==> src/hdl/reset_seq_pkg.sv <==
/*
 * shared constants and carriers for the power-on reset timer.
 * assumes a single 250 MHz core clock; the slow internal rc oscillator
 * and the instruction clock are enable pulses derived from it.
 */
`default_nettype none

package reset_seq_pkg;

    // clock and time base
    localparam int CLK_PERIOD_NS  = 4;
    localparam int RC_PERIOD_NS   = 4000;   // nominal internal rc oscillator period
    localparam int DELAY_TIME_MS  = 18;     // nominal reset delay
    localparam int RC_DIV_CYCLES  = (RC_PERIOD_NS + CLK_PERIOD_NS - 1) / CLK_PERIOD_NS;
    localparam int DELAY_TICKS    = (DELAY_TIME_MS * 1000000) / RC_PERIOD_NS;
    localparam int INSTR_DIV      = 4;      // instruction clock is core clock over four

    // counter widths and reset values
    localparam int          RC_DIV_W     = 10;
    localparam int          DELAY_CNT_W  = 24;
    localparam int          PC_MAX_W     = 11;
    localparam logic [9:0]  RC_DIV_RST   = 10'h000;
    localparam logic [23:0] DELAY_CNT_RST = 24'h000000;
    localparam logic [1:0]  INSTR_RST    = 2'h0;
    localparam logic [1:0]  FLAGS_POR    = 2'h3;    // timeout, powerdown after power-on
    localparam logic        SYNC_RST     = 1'h0;

    // reset cause flags, both active low
    typedef struct packed {
        logic timeout_n;
        logic powerdown_n;
    } cause_flags_t;

    // requests from the core side
    typedef struct packed {
        logic                advance;
        logic                load;
        logic [PC_MAX_W-1:0] addr;
    } pc_req_t;

endpackage : reset_seq_pkg

`default_nettype wire

==> src/hdl/pin_sync3.sv <==
/*
 * three-stage synchroniser for an asynchronous pin.
 * the output changes only once stages two and three agree.
 * assumes the pin is quasi-static compared with the core clock.
 */
`timescale 1ns/1ps
`default_nettype none

module pin_sync3 (
    input  wire logic clk_in,
    input  wire logic rst_n_in,
    input  wire logic pin_in,
    output logic      level_out
);

    logic stage1_reg;
    logic stage2_reg;
    logic stage3_reg;

    // shift chain; stage1 feeds stage2 only
    always_ff @(posedge clk_in or negedge rst_n_in) begin
        if (!rst_n_in) begin
            stage1_reg <= reset_seq_pkg::SYNC_RST;
            stage2_reg <= reset_seq_pkg::SYNC_RST;
            stage3_reg <= reset_seq_pkg::SYNC_RST;
        end else begin
            stage1_reg <= pin_in;
            stage2_reg <= stage1_reg;
            stage3_reg <= stage2_reg;
        end
    end

    // accept a new level once two stages agree
    always_ff @(posedge clk_in or negedge rst_n_in) begin
        if (!rst_n_in) begin
            level_out <= reset_seq_pkg::SYNC_RST;
        end else if (stage2_reg == stage3_reg) begin
            level_out <= stage3_reg;
        end
    end

endmodule : pin_sync3

`default_nettype wire

==> src/hdl/power_on_reset_timer.sv <==
/*
 * reset latch, reset delay timer, reset cause flags and program counter
 * reset vector handling for a small 8-bit controller core.
 * assumes rst_n_in models the power-up detector, master_clear_n comes from
 * a pin, and watchdog and sleep signals come from logic on core_clk_in.
 */
`timescale 1ns/1ps
`default_nettype none

module power_on_reset_timer #(
    parameter int PC_WIDTH  = 11,
    parameter int DELAY_TICKS = reset_seq_pkg::DELAY_TICKS
) (
    input  wire logic                                 core_clk_in,
    input  wire logic                                 rst_n_in,
    input  wire logic                                 master_clear_n_in,
    input  wire logic                                 watchdog_timeout_in,
    input  wire logic                                 sleep_in,
    input  wire reset_seq_pkg::pc_req_t               pc_req_in,
    output logic                                      core_reset_out,
    output logic                                      instr_en_out,
    output var reset_seq_pkg::cause_flags_t           cause_flags_out,
    output logic [reset_seq_pkg::PC_MAX_W-1:0]        pc_out
);

    typedef enum logic [1:0] {
        ST_WAIT_CLEAR,
        ST_TIMING,
        ST_RELEASE,
        ST_RUN
    } seq_state_t;

    seq_state_t                            state_reg;
    seq_state_t                            state_next;
    logic                                  clear_high;
    logic [reset_seq_pkg::RC_DIV_W-1:0]    rc_div_reg;
    logic                                  rc_tick_reg;
    logic [1:0]                            instr_div_reg;
    logic [reset_seq_pkg::DELAY_CNT_W-1:0] delay_count_reg;
    logic                                  delay_done;
    logic                                  wake_clear;
    logic                                  wake_watchdog;

    // mask of implemented program address bits
    function automatic logic [reset_seq_pkg::PC_MAX_W-1:0] pc_mask(input int width);
        pc_mask = ~(({reset_seq_pkg::PC_MAX_W{1'b1}}) << width);
    endfunction : pc_mask

    localparam logic [reset_seq_pkg::PC_MAX_W-1:0] PC_VECTOR = pc_mask(PC_WIDTH);
    localparam logic [reset_seq_pkg::DELAY_CNT_W-1:0] DELAY_LAST =
        reset_seq_pkg::DELAY_CNT_W'(DELAY_TICKS - 1);

    // master clear pin into the core clock domain
    pin_sync3 u_clear_sync (
        .clk_in    (core_clk_in),
        .rst_n_in  (rst_n_in),
        .pin_in    (master_clear_n_in),
        .level_out (clear_high)
    );

    // internal rc time base, free running regardless of oscillator mode
    always_ff @(posedge core_clk_in or negedge rst_n_in) begin
        if (!rst_n_in) begin
            rc_div_reg  <= reset_seq_pkg::RC_DIV_RST;
            rc_tick_reg <= 1'b0;
        end else if (rc_div_reg ==
                     reset_seq_pkg::RC_DIV_W'(reset_seq_pkg::RC_DIV_CYCLES - 1)) begin
            rc_div_reg  <= reset_seq_pkg::RC_DIV_RST;
            rc_tick_reg <= 1'b1;
        end else begin
            rc_div_reg  <= rc_div_reg + 1'b1;
            rc_tick_reg <= 1'b0;
        end
    end

    // instruction clock enable, one pulse every four core cycles
    always_ff @(posedge core_clk_in or negedge rst_n_in) begin
        if (!rst_n_in) begin
            instr_div_reg <= reset_seq_pkg::INSTR_RST;
            instr_en_out  <= 1'b0;
        end else begin
            instr_div_reg <= instr_div_reg + 1'b1;
            instr_en_out  <= (instr_div_reg == 2'(reset_seq_pkg::INSTR_DIV - 1));
        end
    end

    assign delay_done    = rc_tick_reg && (delay_count_reg == DELAY_LAST);
    assign wake_clear    = (state_reg == ST_RUN) && !clear_high;
    assign wake_watchdog = (state_reg == ST_RUN) && watchdog_timeout_in;

    // reset latch sequencing
    always_comb begin
        state_next = state_reg;
        unique case (state_reg)
            ST_WAIT_CLEAR: begin
                if (clear_high) begin
                    state_next = ST_TIMING;
                end
            end
            ST_TIMING: begin
                if (!clear_high) begin
                    state_next = ST_WAIT_CLEAR;
                end else if (!watchdog_timeout_in && delay_done) begin
                    state_next = ST_RELEASE;
                end
            end
            ST_RELEASE: begin
                if (!clear_high) begin
                    state_next = ST_WAIT_CLEAR;
                end else if (watchdog_timeout_in) begin
                    state_next = ST_TIMING;
                end else if (instr_en_out) begin
                    state_next = ST_RUN;
                end
            end
            ST_RUN: begin
                if (wake_clear) begin
                    state_next = ST_WAIT_CLEAR;
                end else if (wake_watchdog) begin
                    state_next = ST_TIMING;
                end
            end
        endcase
    end

    // state and registered reset output; power-up is the only async source
    always_ff @(posedge core_clk_in or negedge rst_n_in) begin
        if (!rst_n_in) begin
            state_reg      <= ST_WAIT_CLEAR;
            core_reset_out <= 1'b1;
        end else begin
            state_reg      <= state_next;
            core_reset_out <= (state_next != ST_RUN);
        end
    end

    // reset delay timer, cleared whenever it is not timing
    always_ff @(posedge core_clk_in or negedge rst_n_in) begin
        if (!rst_n_in) begin
            delay_count_reg <= reset_seq_pkg::DELAY_CNT_RST;
        end else if (state_next != ST_TIMING || watchdog_timeout_in
                     || state_reg != ST_TIMING) begin
            delay_count_reg <= reset_seq_pkg::DELAY_CNT_RST;
        end else if (rc_tick_reg) begin
            delay_count_reg <= delay_count_reg + 1'b1;
        end
    end

    // reset cause flags
    always_ff @(posedge core_clk_in or negedge rst_n_in) begin
        if (!rst_n_in) begin
            cause_flags_out <= reset_seq_pkg::FLAGS_POR;
        end else if (wake_clear && sleep_in) begin
            cause_flags_out <= '{timeout_n: 1'b1, powerdown_n: 1'b0};
        end else if (wake_clear) begin
            cause_flags_out <= cause_flags_out;
        end else if (wake_watchdog) begin
            cause_flags_out <= '{timeout_n: 1'b0, powerdown_n: !sleep_in};
        end
    end

    // program counter with reset vector and wraparound
    // the leaving edge still loads the vector, so the first fetch is at the vector
    always_ff @(posedge core_clk_in or negedge rst_n_in) begin
        if (!rst_n_in) begin
            pc_out <= PC_VECTOR;
        end else if (state_next != ST_RUN || state_reg != ST_RUN) begin
            pc_out <= PC_VECTOR;
        end else if (pc_req_in.load) begin
            pc_out <= pc_req_in.addr & PC_VECTOR;
        end else if (pc_req_in.advance) begin
            pc_out <= (pc_out + 1'b1) & pc_mask(PC_WIDTH);
        end
    end
endmodule : power_on_reset_timer

`default_nettype wire

==> config.mk <==
export PLATFORM = sky130hd
export DESIGN_NAME = power_on_reset_timer
export DESIGN_NICKNAME = d
export VERILOG_FILES = /design/src/hdl/reset_seq_pkg.sv /design/src/hdl/pin_sync3.sv /design/src/hdl/power_on_reset_timer.sv
export SDC_FILE = /design/constraint.sdc
export NUM_CORES = 1
export LEC_CHECK = 0
export CORE_ASPECT_RATIO = 1.75
export CORE_UTILIZATION = 45
export CTS_CLUSTER_SIZE = 20
export DETAILED_ROUTE_END_ITERATION = 8
export DONT_BUFFER_PORTS = 1
export PLACE_DENSITY = 0.68
export SYNTH_ARGS = -nofsm -noshare
export SYNTH_HDL_FRONTEND = slang
export SYNTH_SLANG_ARGS = --single-unit
==> constraint.sdc <==
create_clock -name core_clk_in -period 1.7 [get_ports core_clk_in]
set_clock_uncertainty 0.15 [all_clocks]
set_input_delay 0 -clock core_clk_in [delete_from_list [all_inputs] [get_ports core_clk_in]]
set_output_delay 0 -clock core_clk_in [all_outputs]
set_load 0.02 [all_outputs]
==> results.md <==
- Status: finished, violations left
- Failing checks: setup timing
- Power Dens Cells: 708 mW/mm2
- Synth area leaders: dfrtp_1 (39%), dfstp_2 (13%), xnor2_1 (4.6%)
- Netlist cell types: 45
- Post-Syn Nets: 299
- Synth Register Bits: 58
- Clk root buf: clkbuf_8
- Combinational Power Share: 6.8%
- CTS tree: yes
- Clk sink count: 58
- Routed wire length: 7160 um
- Final HPWL DP: 4290 um
- Detail-routed via count per cell: 5.48
- Slowest CP cell: or4b_4
- Drt pass-1 iters: 4
- Flip-flop count of the largest register after layout: 24
- FMAX: 508 MHz
- Sequence of cells on the critical path: nand3_4 -> or4b_4 -> buf_6 -> or3_1 -> a21oi_1
- I/O Pins: 33
- Clock power frac: 46.4%
- Period utilization: 116%
- GRT met2 Usage: 42.5%
- Post-route cell area: 0.00422 mm2
- Area of the multi-input gates: 0.00162 mm2
- Pleak: 1.75 nW
- Wire length per cell: 16.0 um
- GRT Total Usage: 22.7%
- Area leader, netlist: dfrtp_1
- Worst Path Max Fanout: 7
- Register area share after synthesis: 51.6%
- Worst Path Arrival: 2.08 ns
- Pin count of the biggest net entering global routing: 59
- Synth top cells by count: dfrtp_1 (44), nor2_1 (20), a21oi_1 (16), nand2_1 (16), xnor2_1 (15)
- Slew HR: 57.3%
- Placed cell count: 402
- Bufs on Longest Clock Path: 2
- Slew @ Worst Pin: 0.638 ns
- Final net count: 384
- Initial Util: 46.4%
- Syn Area/Cell: 10.3 um2
- Unrepaired setup endpoints after global routing: true
- Row cnt: 38
- Vias: 2450
- Max Cap Viol: 0
- H-tree Lvls: 3
- Min Tclk post-route: 1.97 ns
- Die Wd: 62.1 um
- R2R cell count: 5
- Critical path required time: 1.81 ns
- Iteration-0 DRC Markers: 119
- Finished Layout Cells: 447
- CP endpoint kind: flop
- Grt ovf: 0
- PortBufs: 0
- Max IR drop VDD: 581 uV
- Worst-path clk slew: 0.07 ns
- Fillcell total: 414
- Internal: 0.00231 W
- Worst min path class: in -> async
- Core ar.: 0.00613 mm2
- Crit path max-delay family: simple AND/OR/NAND/NOR gates
- Antenna cells: 0
- Final hold violations: 0
- Primary FF master, synth: dfrtp_1
- Share of layout cells above drive strength 1: 42.0%
- PnR worst setup slack: -0.270 ns
- Reg2reg setup slack: -0.27 ns
- Startpoint class of the critical path: flop
- Synth top area share: 38.7%
- Most common cell in the netlist: dfrtp_1
- TritonCTS Buffers: 9
- Psw: 0.000674 W
- Synth warn: 0
- Seq pwr share: 46.8%
- Met1 Use GR: 21.1%
- Buf/Inv on CP: 1
- Total power: 0.00298 W
- Slowest stage delay, CP: 0.59 ns
- Die Height: 107 um
- EDFF count, synth: 0
- Number of global-route vias before repair: 2473
- FF+latch area: 0.00147 mm2
- Routed Antenna Nets: 0
- Met3 usage: 5.11%
- GR peak layer: met2
- Final setup violation count: 25
- Layout area overhead: 48.1%
- FFs w/ async S/R, synth: 100%
- Routability Congestion: 0.780
- Core Util, Final: 68.7%
- Worst Setup Path Type: reg -> reg
- Placed instance area: 0.00333 mm2
- Critical R2R Launch: delay_count_reg[0]$_DFFE_PN0P_
- Initial antenna violation count: 0
- Mapped cell area: 0.00285 mm2
- Net Sw Frac: 22.6%
- Final Max Slew Viols: 0
- Full die area: 0.00666 mm2
- Mapped Cells: 277
- DRC viols: 0
- RR Endpoint: delay_count_reg[13]$_DFFE_PN0P_
- First-pass GRT wire length: 11300 um
- Worst-Skew Late Latency: 0.35 ns
how the worst max path moves through the flow:
| stage | from | cells after the start | end |
|---|---|---|---|
| floorplan | delay_count_reg[5]$_DFFE_PN0P_ | 4 | delay_count_reg[23]$_DFFE_PN0P_ |
| global placement | delay_count_reg[8]$_DFFE_PN0P_ | 4 | delay_count_reg[19]$_DFFE_PN0P_ |
| detailed placement | delay_count_reg[8]$_DFFE_PN0P_ | 4 | delay_count_reg[21]$_DFFE_PN0P_ |
| CTS | delay_count_reg[6]$_DFFE_PN0P_ | 4 | delay_count_reg[23]$_DFFE_PN0P_ |
| global route | delay_count_reg[1]$_DFFE_PN0P_ | 5 | delay_count_reg[13]$_DFFE_PN0P_ |
| finish | delay_count_reg[0]$_DFFE_PN0P_ | 5 | delay_count_reg[13]$_DFFE_PN0P_ |
layout by cell type (no fill, tap or decap), drive strengths merged, types with 7 or more instances in the layout:
master,instances
a21oi,16
and3,7
clkbuf,9
xor2,10
dlygate4sd3,17
xnor2,15
or3,7
o21ai,14
nor3,11
nand2,16
nor2,20
nand3,16
nor2b,9
buf,66
inv,7
nand4,11
dfstp,14
dfrtp,44
logic make-up after synthesis:
group,synth area share (%)
fa+ha+maj,2.11
xor+xnor,7.69
compound gates,8.97
simple gates,24.8
buf+inv,2.64
mux,2.15
flops,51.6
repair_timing:
action / 4_1_cts / 5_1_grt
gates resized for setup: 48 / 34
setup buffers: 8 / 3
hold endpoints to repair: 75 / 0
cloned: 3 / 0
pin swaps: 19 / 12
hold buffers: 18 / 0
setup endpoints to repair: 30 / 38
stage by stage:
step | hold slack, ns | setup TNS [ns] | worst slack, ns
2_1_floorplan | -0.446 | -0.972 | -0.177
3_3_place_gp | -0.444 | -3.59 | -0.217
3_5_place_dp | -0.444 | -4.16 | -0.267
4_1_cts | 0.0310 | -4.04 | -0.234
5_1_grt | 0.0427 | -5.61 | -0.314
6_report | 0.0608 | -4.11 | -0.270
layer usage:
layer	vias up	routed length [um]
met5	-	0
met4	0	291
met3	20	210
met2	54	4050
met1	1213	2610
li1	1163	-
power by group through the flow:
stage               clock, W  combinational (W)  sequential (W)
floorplan                  0          0.0000522         0.00142
global placement           0          0.0000688         0.00142
detailed placement         0          0.0000710         0.00142
CTS                  0.00141           0.000212         0.00140
global route         0.00146           0.000218         0.00140
finish               0.00138           0.000203         0.00140
area by class of cell:
type                    instances  area share, %
multi-input cells             203           38.5
flip-flops and latches         58           34.8
repair buffers                 83           18.5
clock buffers                   9           2.94
well taps                      80           2.37
clock inverters                 7           2.23
inverters                       7          0.623
Power figures use the tool's default switching activity.
